`config.mk`:
```
export PLATFORM = sky130hd
export DESIGN_NAME = scd_top
export DESIGN_NICKNAME = d
export VERILOG_FILES = /design/src/rtl/scd_pkg.sv /design/src/rtl/scd_strap_latch.sv /design/src/rtl/scd_top.sv
export VERILOG_INCLUDE_DIRS = /design/src /design/src/rtl
export SDC_FILE = /design/constraint.sdc
export NUM_CORES = 1
export LEC_CHECK = 0
export BUFFER_PORTS_ARGS = -buffer_cell sky130_fd_sc_hd__buf_2
export CAP_MARGIN = 30
export CORE_ASPECT_RATIO = 2
export CORE_MARGIN = 2
export CORE_UTILIZATION = 40
export DETAILED_ROUTE_END_ITERATION = 8
export GPL_TIMING_DRIVEN = 1
export SYNTH_ARGS = -nofsm -noshare
export SYNTH_HDL_FRONTEND = slang
export SYNTH_SLANG_ARGS = --single-unit
```
`constraint.sdc`:
```
create_clock -name core_clk -period 3.2 [get_ports core_clk]
set_input_delay 0.32 -clock core_clk [delete_from_list [all_inputs] [get_ports core_clk]]
set_output_delay 0.32 -clock core_clk [all_outputs]
set_load 0.1 [all_outputs]
```
`src/rtl/scd_regs.svh`:
```
`ifndef SCD_REGS_SVH
`define SCD_REGS_SVH

// Three-level strap codes as delivered by the pad comparators.
`define SCD_LVL_LOW 2'h0
`define SCD_LVL_MID 2'h1
`define SCD_LVL_HIGH 2'h2

// Reset values of the serial-mode settings.
`define SCD_RST_BUS_EQ 2'h1
`define SCD_RST_BUS_DE 2'h1
`define SCD_RST_BUS_TERM 2'h1
`define SCD_RST_BUS_LANE 2'h1

// Reset values of the latched straps and of the datapath settings.
`define SCD_RST_STRAP_LVL 2'h1
`define SCD_RST_CFG_EQ 2'h1
`define SCD_RST_CFG_DE 2'h1
`define SCD_RST_CFG_TERM 2'h1

// Field positions in the slave address bits.
`define SCD_ADDR_BIT_LOW 0
`define SCD_ADDR_BIT_HIGH 1

`endif

```
`src/rtl/scd_pkg.sv`:
```
package scd_pkg;

  typedef enum logic [1:0] {
    SCD_LVL_LOW = 2'h0,
    SCD_LVL_MID = 2'h1,
    SCD_LVL_HIGH = 2'h2
  } scd_level_t;

  typedef enum logic [1:0] {
    SCD_EQ_FIXED_7P5 = 2'h0,
    SCD_EQ_ADAPTIVE = 2'h1,
    SCD_EQ_FIXED_14 = 2'h2
  } scd_eq_t;

  typedef enum logic [1:0] {
    SCD_DE_MINUS2 = 2'h0,
    SCD_DE_ZERO = 2'h1,
    SCD_DE_RSVD = 2'h2
  } scd_deemph_t;

  typedef enum logic [1:0] {
    SCD_TERM_RSVD = 2'h0,
    SCD_TERM_AUTO = 2'h1,
    SCD_TERM_NONE = 2'h2
  } scd_term_t;

  typedef enum logic [1:0] {
    SCD_LANE_SWAP = 2'h0,
    SCD_LANE_NORMAL = 2'h1,
    SCD_LANE_INVERT = 2'h2
  } scd_lane_t;

  typedef enum logic [3:0] {
    SCD_ST_RESET = 4'h1,
    SCD_ST_PDOWN = 4'h2,
    SCD_ST_LATCH = 4'h4,
    SCD_ST_RUN = 4'h8
  } scd_state_t;

  typedef struct packed {
    scd_level_t rx_gain;
    scd_level_t deemph;
    scd_level_t term;
    scd_level_t lane;
    logic upper_addr;
    logic serial_mode;
  } scd_strap_t;

  typedef struct packed {
    scd_eq_t eq;
    scd_deemph_t deemph;
    scd_term_t term;
    scd_lane_t lane;
  } scd_bus_cfg_t;

  typedef struct packed {
    scd_eq_t eq;
    scd_deemph_t deemph;
    scd_term_t term;
    logic tx_term_on;
    logic lane_swap;
    logic lane_invert;
  } scd_cfg_t;

endpackage

```
`src/rtl/scd_strap_latch.sv`:
```
`timescale 1ns/1ns
`include "scd_regs.svh"
module scd_strap_latch (
  // Clock and reset
  input wire logic core_clk,
  input wire logic srst,
  // Control
  input wire logic clear,
  input wire logic load,
  // Data
  input wire scd_pkg::scd_strap_t strap_in,
  output scd_pkg::scd_strap_t strap_ff
);

  scd_pkg::scd_strap_t nxt_strap;
  scd_pkg::scd_strap_t rst_strap;

  // Holds the decoded straps from the latch point until the next reset.
  always_comb begin
    rst_strap = '{rx_gain: scd_pkg::scd_level_t'(`SCD_RST_STRAP_LVL),
                  deemph: scd_pkg::scd_level_t'(`SCD_RST_STRAP_LVL),
                  term: scd_pkg::scd_level_t'(`SCD_RST_STRAP_LVL),
                  lane: scd_pkg::scd_level_t'(`SCD_RST_STRAP_LVL),
                  upper_addr: 1'h0, serial_mode: 1'h0};
    nxt_strap = strap_ff;
    if (clear) begin
      nxt_strap = rst_strap;
    end else if (load) begin
      nxt_strap = strap_in;
    end
  end

  always_ff @(posedge core_clk) begin
    if (srst) begin
      strap_ff <= rst_strap;
    end else begin
      strap_ff <= nxt_strap;
    end
  end

endmodule // scd_strap_latch

```
`src/rtl/scd_top.sv`:
```
// What this block does
// - Operation enable low holds power-down; high allows normal operation.
// - Falling operation enable resets device; pin defaults high by pull-up.
// - Activity detect low disables detector; input terminations connected throughout normal operation.
// - In normal operation activity detect high enables detector; standby whenever no valid input clock.
// - Control mode select high picks serial bus, low picks pin straps.
// - In strap mode straps win; bus writes change no strap function.
// - In serial mode de-emphasis comes from the configuration bus.
// - Gain strap low fixed 7.5 dB, open adaptive, high fixed 14 dB.
// - In serial mode gain pin is a two-level address bit.
// - Upper address strap gives high address bit; board leaves it open otherwise.
// - Termination strap high means no termination; low is reserved.
// - Termination strap open selects termination automatically by data rate.
// - Lane inversion strap high inverts receive polarity, retimer operation only.
// - Lane inversion strap low swaps lane order; open passes lanes normally.
`timescale 1ns/1ns
`include "scd_regs.svh"
module scd_top (
  // Clock and reset
  input wire logic core_clk,
  input wire logic srst,
  // Control pins
  input wire logic op_enable,
  input wire logic activity_detect_enable,
  input wire logic control_mode_select,
  // Three-level straps, already resolved to level codes, and the two-level upper address strap
  input wire scd_pkg::scd_level_t rx_gain_strap,
  input wire scd_pkg::scd_level_t deemph_strap,
  input wire scd_pkg::scd_level_t output_termination_strap,
  input wire scd_pkg::scd_level_t rx_lane_inversion_strap,
  input wire logic upper_address_strap,
  // Serial configuration bus write port
  input wire logic bus_wr_valid,
  input wire scd_pkg::scd_bus_cfg_t bus_wr_data,
  // Datapath status
  input wire logic input_clock_valid,
  input wire logic rate_above_2g,
  input wire logic retimer_mode,
  // Datapath settings
  output scd_pkg::scd_cfg_t cfg_ff,
  output logic power_down_ff,
  output logic standby_ff,
  output logic sig_detect_on_ff,
  output logic input_term_on_ff,
  output logic serial_mode_ff,
  output logic [1:0] slave_addr_ff,
  output logic device_reset_ff
);

  scd_pkg::scd_state_t state_ff;
  scd_pkg::scd_state_t nxt_state;
  logic op_enable_prev_ff;
  logic nxt_op_enable_prev;
  logic op_fall;
  logic strap_clear;
  logic strap_load;
  scd_pkg::scd_strap_t strap_in;
  scd_pkg::scd_strap_t strap_ff;
  scd_pkg::scd_bus_cfg_t bus_cfg_ff;
  scd_pkg::scd_bus_cfg_t nxt_bus_cfg;
  scd_pkg::scd_cfg_t nxt_cfg;
  logic nxt_power_down;
  logic nxt_standby;
  logic nxt_sig_detect_on;
  logic nxt_input_term_on;
  logic nxt_serial_mode;
  logic [1:0] nxt_slave_addr;
  logic nxt_device_reset;
  logic running;

  function automatic logic lvl_is(input scd_pkg::scd_level_t lvl, input logic [1:0] code);
    lvl_is = (lvl == code);
  endfunction

  function automatic scd_pkg::scd_term_t term_decode(input scd_pkg::scd_level_t lvl);
    if (lvl_is(lvl, `SCD_LVL_HIGH)) begin
      term_decode = scd_pkg::SCD_TERM_NONE;
    end else if (lvl_is(lvl, `SCD_LVL_LOW)) begin
      term_decode = scd_pkg::SCD_TERM_RSVD;
    end else begin
      term_decode = scd_pkg::SCD_TERM_AUTO;
    end
  endfunction

  always_comb begin
    strap_in.rx_gain = rx_gain_strap;
    strap_in.deemph = deemph_strap;
    strap_in.term = output_termination_strap;
    strap_in.lane = rx_lane_inversion_strap;
    strap_in.upper_addr = upper_address_strap;
    strap_in.serial_mode = control_mode_select;
  end

  // Operation enable edge and the device state.
  always_comb begin
    nxt_op_enable_prev = op_enable;
    op_fall = op_enable_prev_ff && !op_enable;
    nxt_state = state_ff;
    case (state_ff)
      scd_pkg::SCD_ST_RESET: begin
        nxt_state = op_enable ? scd_pkg::SCD_ST_LATCH : scd_pkg::SCD_ST_PDOWN;
      end
      scd_pkg::SCD_ST_PDOWN: begin
        if (op_enable) begin
          nxt_state = scd_pkg::SCD_ST_LATCH;
        end
      end
      scd_pkg::SCD_ST_LATCH: begin
        nxt_state = op_enable ? scd_pkg::SCD_ST_RUN : scd_pkg::SCD_ST_PDOWN;
      end
      scd_pkg::SCD_ST_RUN: begin
        if (!op_enable) begin
          nxt_state = scd_pkg::SCD_ST_PDOWN;
        end
      end
      default: begin
        nxt_state = scd_pkg::SCD_ST_RESET;
      end
    endcase
    strap_clear = op_fall;
    strap_load = (state_ff == scd_pkg::SCD_ST_LATCH) && op_enable;
    running = (state_ff == scd_pkg::SCD_ST_RUN);
  end

  always_ff @(posedge core_clk) begin
    if (srst) begin
      state_ff <= scd_pkg::SCD_ST_RESET;
      op_enable_prev_ff <= 1'h1;
    end else begin
      state_ff <= nxt_state;
      op_enable_prev_ff <= nxt_op_enable_prev;
    end
  end

  scd_strap_latch u_strap_latch (
    .core_clk(core_clk),
    .srst(srst),
    .clear(strap_clear),
    .load(strap_load),
    .strap_in(strap_in),
    .strap_ff(strap_ff)
  );

  // Serial bus settings, written only in serial mode.
  always_comb begin
    nxt_bus_cfg = bus_cfg_ff;
    if (op_fall) begin
      nxt_bus_cfg.eq = scd_pkg::scd_eq_t'(`SCD_RST_BUS_EQ);
      nxt_bus_cfg.deemph = scd_pkg::scd_deemph_t'(`SCD_RST_BUS_DE);
      nxt_bus_cfg.term = scd_pkg::scd_term_t'(`SCD_RST_BUS_TERM);
      nxt_bus_cfg.lane = scd_pkg::scd_lane_t'(`SCD_RST_BUS_LANE);
    end else if (bus_wr_valid && running && strap_ff.serial_mode) begin
      nxt_bus_cfg = bus_wr_data;
    end
  end

  always_ff @(posedge core_clk) begin
    if (srst) begin
      bus_cfg_ff.eq <= scd_pkg::scd_eq_t'(`SCD_RST_BUS_EQ);
      bus_cfg_ff.deemph <= scd_pkg::scd_deemph_t'(`SCD_RST_BUS_DE);
      bus_cfg_ff.term <= scd_pkg::scd_term_t'(`SCD_RST_BUS_TERM);
      bus_cfg_ff.lane <= scd_pkg::scd_lane_t'(`SCD_RST_BUS_LANE);
    end else begin
      bus_cfg_ff <= nxt_bus_cfg;
    end
  end

  // Settings seen by the datapath.
  always_comb begin
    nxt_serial_mode = strap_ff.serial_mode;
    if (strap_ff.serial_mode) begin
      nxt_cfg.eq = bus_cfg_ff.eq;
      nxt_cfg.deemph = bus_cfg_ff.deemph;
      nxt_cfg.term = bus_cfg_ff.term;
      nxt_cfg.lane_swap = (bus_cfg_ff.lane == scd_pkg::SCD_LANE_SWAP);
      nxt_cfg.lane_invert = (bus_cfg_ff.lane == scd_pkg::SCD_LANE_INVERT) && retimer_mode;
    end else begin
      nxt_cfg.eq = scd_pkg::scd_eq_t'(strap_ff.rx_gain);
      nxt_cfg.deemph = scd_pkg::scd_deemph_t'(strap_ff.deemph);
      nxt_cfg.term = term_decode(strap_ff.term);
      nxt_cfg.lane_swap = lvl_is(strap_ff.lane, `SCD_LVL_LOW);
      nxt_cfg.lane_invert = lvl_is(strap_ff.lane, `SCD_LVL_HIGH) && retimer_mode;
    end
    nxt_cfg.tx_term_on = (nxt_cfg.term == scd_pkg::SCD_TERM_AUTO) && rate_above_2g;
    nxt_slave_addr = 2'h0;
    if (strap_ff.serial_mode) begin
      nxt_slave_addr[`SCD_ADDR_BIT_LOW] = lvl_is(strap_ff.rx_gain, `SCD_LVL_HIGH);
      nxt_slave_addr[`SCD_ADDR_BIT_HIGH] = strap_ff.upper_addr;
    end
    nxt_power_down = !running;
    nxt_sig_detect_on = running && activity_detect_enable;
    nxt_standby = running && activity_detect_enable && !input_clock_valid;
    nxt_input_term_on = !(activity_detect_enable && !input_clock_valid) && running;
    nxt_device_reset = op_fall;
  end

  always_ff @(posedge core_clk) begin
    if (srst) begin
      cfg_ff <= '{eq: scd_pkg::scd_eq_t'(`SCD_RST_CFG_EQ),
                  deemph: scd_pkg::scd_deemph_t'(`SCD_RST_CFG_DE),
                  term: scd_pkg::scd_term_t'(`SCD_RST_CFG_TERM),
                  tx_term_on: 1'h0, lane_swap: 1'h0, lane_invert: 1'h0};
      power_down_ff <= 1'h1;
      standby_ff <= 1'h0;
      sig_detect_on_ff <= 1'h0;
      input_term_on_ff <= 1'h0;
      serial_mode_ff <= 1'h0;
      slave_addr_ff <= 2'h0;
      device_reset_ff <= 1'h0;
    end else begin
      cfg_ff <= nxt_cfg;
      power_down_ff <= nxt_power_down;
      standby_ff <= nxt_standby;
      sig_detect_on_ff <= nxt_sig_detect_on;
      input_term_on_ff <= nxt_input_term_on;
      serial_mode_ff <= nxt_serial_mode;
      slave_addr_ff <= nxt_slave_addr;
      device_reset_ff <= nxt_device_reset;
    end
  end
endmodule // scd_top

```
# Yosys cells after proc, flatten, opt, wreduce, memory -nomap -nowiden
# Cells that the tools add are included.
# Widths: inputs -> output; s select.
[totals]
regBits = 40
input_bits = 26
wordCells = 67
[op_classes]
eq_ne = 11
n_mux = 9
bitwise = 1
reduce_logical = 21
[ops]
columns = ["op", "n"]
rows = [
  ["$pmux 4 s4", 1],
  ["$mux 4", 3],
  ["$logic_and 1x1->1", 11],
  ["$eq 2x2->1 const B", 4],
  ["$logic_not 2->1", 3],
  ["$mux 6", 1],
  ["$eq 4x1->1 const B", 1],
  ["$eq 4x2->1 const B", 1],
  ["$eq 4x3->1 const B", 1],
  ["$eq 4x4->1 const B", 1],
  ["$logic_not 1->1", 4],
  ["$mux 2", 2],
  ["$ne 2x2->1 const B", 2],
  ["$reduce_or 2->1", 2],
  ["$mux 3", 1],
  ["$eq 2x1->1 const B", 1],
  ["$reduce_and 2->1", 1],
  ["$mux 1", 1],
  ["$not 1->1", 1],
]

# Depth between registers and ports, before layout
[depth]
depth_word = 6
depth_mapped = 5
ltp_nobuf = 3

# Hierarchy
# From an unflattened synthesis, not the netlist that was laid out.
[unflattened]
cells_unflattened = 146
area_unflattened_um2 = 1483.9
[modules_own_cells]
columns = ["module", "instances", "cells_per_inst", "area_each_um2"]
rows = [
  ["scd_top", 1, 112, 1123.6],
  ["scd_strap_latch", 1, 34, 360.3],
]

# Least setup slack after synthesis
# OpenSTA, ideal clock, no wires.
[synth_path]
path_kind = "register to register"
startpoint = "register state_ff[1]"
endpoint = "register, netlist name u_strap_latch.strap_ff[2]"
arrival_time_ps = 1352
slack_ps = 1714
stages_incl_launch_ff = 6
n_path_buf = 2
period_less_slack_ps = 1486
path_cell_list = "dfxtp_1 -> buf_6 -> nor4b_4 -> buf_4 -> a21boi_1 -> or4_1"
[synth_between]
elab_chain_len = 2
[synth_rtl]
columns = ["element", "line_no", "source"]
rows = [
  ["from (decl)", "scd_top.sv:50", "scd_pkg::scd_state_t state_ff;"],
  ["from (signal assigned)", "scd_top.sv:127", "state_ff <= scd_pkg::SCD_ST_RESET;"],
  ["from (signal assigned)", "scd_top.sv:130", "state_ff <= nxt_state;"],
  ["$eq 4x3->1", "scd_top.sv:121", "strap_load = (state_ff == scd_pkg::SCD_ST_LATCH) && op_enable;"],
  ["$logic_and 1x1->1", "scd_top.sv:121", ""],
]
# Every way passes these cells.
# A chain may end at the register's enable or synchronous reset.

# Final worst setup path
[layout_path]
startpoint = "register state_ff[0]"
endpoint = "register, netlist name u_strap_latch.strap_ff[6]"
[layout_between]
elab_chain_len = 2
[layout_rtl]
columns = ["element", "line_no"]
rows = [
  ["$eq 4x3->1", "scd_top.sv:121"],
  ["$logic_and 1x1->1", "scd_top.sv:121"],
]
# Every way passes these cells.

==> results.cfg <==
[timing]
setup_slack_ns = 1.20
final_max_slew_viol_count = 0
finalClockSkew_ns = 0.00159
fin_crit_ns = 2.00
timing.slew.headroom_pct = 38.7
fin_crit_sh_pct = 62.5
timing.final.setup_violations = 0
tightest_slew_ns = 0.916
final.setup.tns_ns = 0
grt_setup_unrepaired = false
achievable-frequency_mhz = 500
finalHoldViolations = 0

[drt]
drt_first_pass_iters = 4
finalWirelength_um = 3450
per_cell_via_count_in_the_routed_design = 5.29
drt.antenna.violating_nets = 0
post-route-drc-count = 0
first_iter_violations = 32
routed_wire_length_per_instance_um = 14.0
vias = 1301

[finish]
num-fill-cells = 399
final_cell_mix = sky130_fd_sc_hd__buf_2 (42), sky130_fd_sc_hd__dfxtp_1 (40), sky130_fd_sc_hd__mux2i_1 (12)
filler_free_cell_count_of_the_finished_design = 246
layout-drive-gt1-share_pct = 26.7
final_net_count = 220
final-seq-area_um2 = 801
diodes = 0
finish.utilization_pct = 49.0
area.growth.synth_to_final_pct = 18.8
most_common_library_cell_in_the_layout_ignoring_fill_and_taps = sky130_fd_sc_hd__buf_2
multiInputGateArea_um2 = 674
final_design_area_no_fill_um2 = 1880

[synthesis]
synth-seq-cells = 40
synth_cell_types = 33
synthArstFlopShare_pct = 0
synthesis.yosys.warnings = 0
mappedNetlistArea_um2 = 1590
synthesis.area_per_instance_um2 = 9.98
seq_area_frac_synth_pct = 50.5
synthesis.instances = 159
synthFlopType = sky130_fd_sc_hd__dfxtp_1
synth_edf_count = 0
net_count_of_the_mapped_netlist = 185

[floorplan]
core_area_um2 = 3840
core_rows = 32
io-pin-count = 43
die_wd_um = 48.5
floorplan.initialDensity_pct = 41.3
die_height_um = 93.1
die-area_um2 = 4520

[worst_setup_path]
worst_setup_path_endpoint = u_strap_latch.strap_ff[6]
cp.required_ns = 3.36
regToRegStartpoint = state_ff[0]
cp-end-kind = register
worst_r2r_endpoint = u_strap_latch.strap_ff[6]
timing.critical_path.slowest_stage_cell = sky130_fd_sc_hd__nor4b_4
crit_buf_inv = 0
critical_path_class = reg2reg
ff2ff_setup_slack_ns = 1.20
crit_fanout = 21
critical_path_arrival_ns = 2.16
critPathLaunchType = register
timing.critical_path.depth = 3
r2r_cells = 3
cp_cell_sequence = nor4b_4, a21boi_1, or4_1
critPathMaxStageDelay_ns = 0.85
startpoint = state_ff[0]
cp_top_family = simple AND/OR/NAND/NOR gates

[placed_design]
globalplace.congestion = 0.727
postPlaceCellArea_um2 = 1790
place_inst = 238
place_hpwl_um = 2390
port_buffers = 42
post_placement_worst_setup_slack_ns = 1.20

[status]
status = complete, no violations

[global_routing]
grt_overflow = 0
number_of_antenna_violations_at_the_first_check_in_global_routing = 0
grt_pass1_wl_um = 5910
vias_in_the_first_global_route = 1304
gr_usage_total_pct = 16.8
grt_start_max_net_pins = 32

[clock_tree]
clock-sinks = 40
ctsResizeCount = 0
ctsHtreeMaxLevel = 2
insertion_delay_ns = 0.29
clock_pin_slew_on_the_worst_setup_and_hold_paths_ns = 0.07
tritoncts = yes
cts_hold_repair.buffers = 0
cts.repair_timing.setup_buffer_count = 0
ctsLongestPathBuffers = 2
cts_bufs_inserted = 5
ctsRootBufferMaster = sky130_fd_sc_hd__clkbuf_8

[power_and_ir_drop]
leakage_nw = 0.804
power_per_cell_area_nw_per_um2 = 505
ir_worst_vdd_uv = 286

[hold_path]
timing.hold.worst.class = in2reg

[flow_run]
count_of_max_cap_constraint_violations = 0
[cell usage after synthesis (2+ instances only)]
cell	count	area, µm²
sky130_fd_sc_hd__a2111oi_0	6	52.6
sky130_fd_sc_hd__a21boi_1	4	30.0
sky130_fd_sc_hd__a22oi_1	2	15.0
sky130_fd_sc_hd__a41o_1	6	60.1
sky130_fd_sc_hd__and3_1	8	50.1
sky130_fd_sc_hd__buf_1	2	7.51
sky130_fd_sc_hd__buf_2	2	10.0
sky130_fd_sc_hd__buf_4	2	15.0
sky130_fd_sc_hd__clkbuf_1	8	30.0
sky130_fd_sc_hd__dfxtp_1	40	801
sky130_fd_sc_hd__inv_1	9	33.8
sky130_fd_sc_hd__mux2i_1	12	120
sky130_fd_sc_hd__nand2_1	5	18.8
sky130_fd_sc_hd__nor2_1	11	41.3
sky130_fd_sc_hd__nor3_1	9	45.0
sky130_fd_sc_hd__nor4_1	3	18.8
sky130_fd_sc_hd__nor4b_1	2	17.5
sky130_fd_sc_hd__o211ai_1	8	60.1
sky130_fd_sc_hd__or2_2	2	12.5
sky130_fd_sc_hd__or4_1	4	30.0
sky130_fd_sc_hd__xnor2_1	2	17.5
[worst register-to-register path: stages (launching register included)]
cell	delay, ns
sky130_fd_sc_hd__dfxtp_1	0.38
sky130_fd_sc_hd__nor4b_4	0.85
sky130_fd_sc_hd__a21boi_1	0.15
sky130_fd_sc_hd__or4_1	0.49
[how the worst min path moves through the flow]
stage                                         start                to  slack (ns)  cells past startpoint
final                             input_clock_valid        standby_ff        0.20                      2
after global routing              input_clock_valid        standby_ff        0.20                      2
after CTS                         input_clock_valid        standby_ff        0.19                      2
after detailed placement  u_strap_latch.strap_ff[1]  slave_addr_ff[1]        0.44                      2
after global placement    u_strap_latch.strap_ff[1]  slave_addr_ff[1]        0.44                      2
after floorplan                   input_clock_valid        standby_ff        0.40                      1
[state kept, by name, summed over array words and instances, names as in the netlist]
signal,flops
bus_cfg_ff,8
cfg_ff,9
device_reset_ff,1
input_term_on_ff,1
op_enable_prev_ff,1
power_down_ff,1
serial_mode_ff,1
sig_detect_on_ff,1
slave_addr_ff,2
standby_ff,1
state_ff,4
u_strap_latch.strap_ff,10
[logic make-up after synthesis]
group                  Yosys count  share of synthesized area [%]
multiplexers                    12                           7.57
AO/OA/AOI/OAI                   30                           15.5
flip-flops                      40                           50.5
XOR/XNOR                         3                           1.66
AND/OR/NAND/NOR                 49                           17.8
buffers and inverters           25                           7.02
[cell type report]
type                    count  share of cell area (%)
clock buffers               8                    4.78
inverters                  10                    1.99
multi-input cells          94                    35.8
flip-flops and latches     40                    42.5
well taps                  51                    3.39
repair buffers             43                    11.6
[through the flow]
| stage | total power, W | hold WS (ns) |
|---|---|---|
| finish | 0.000952 | 0.202 |
| global route | 0.000994 | 0.198 |
| CTS | 0.000961 | 0.191 |
| detailed placement | 0.000620 | 0.442 |
| global placement | 0.000616 | 0.440 |
| floorplan | 0.000595 | 0.396 |
[per-layer routing]
metal	routed length, µm	vias to the layer above	part of all wire, %	track usage, %
met2	1780	34	52	30.4
met5	0	-	0	0
met1	1460	613	42	18.8
li1	-	648	-	-
met3	140	6	4.1	3.51
met4	70	0	2.0	7.14
[report_power, final]
group	internal [W]	switching [W]	leakage (nW)
clock network	0.000176	0.000168	0.0455
registers	0.000507	0.0000128	0.324
logic	0.0000325	0.0000559	0.434
total	0.000716	0.000237	0.804
Note: power is estimated with default switching activity, not from simulation.
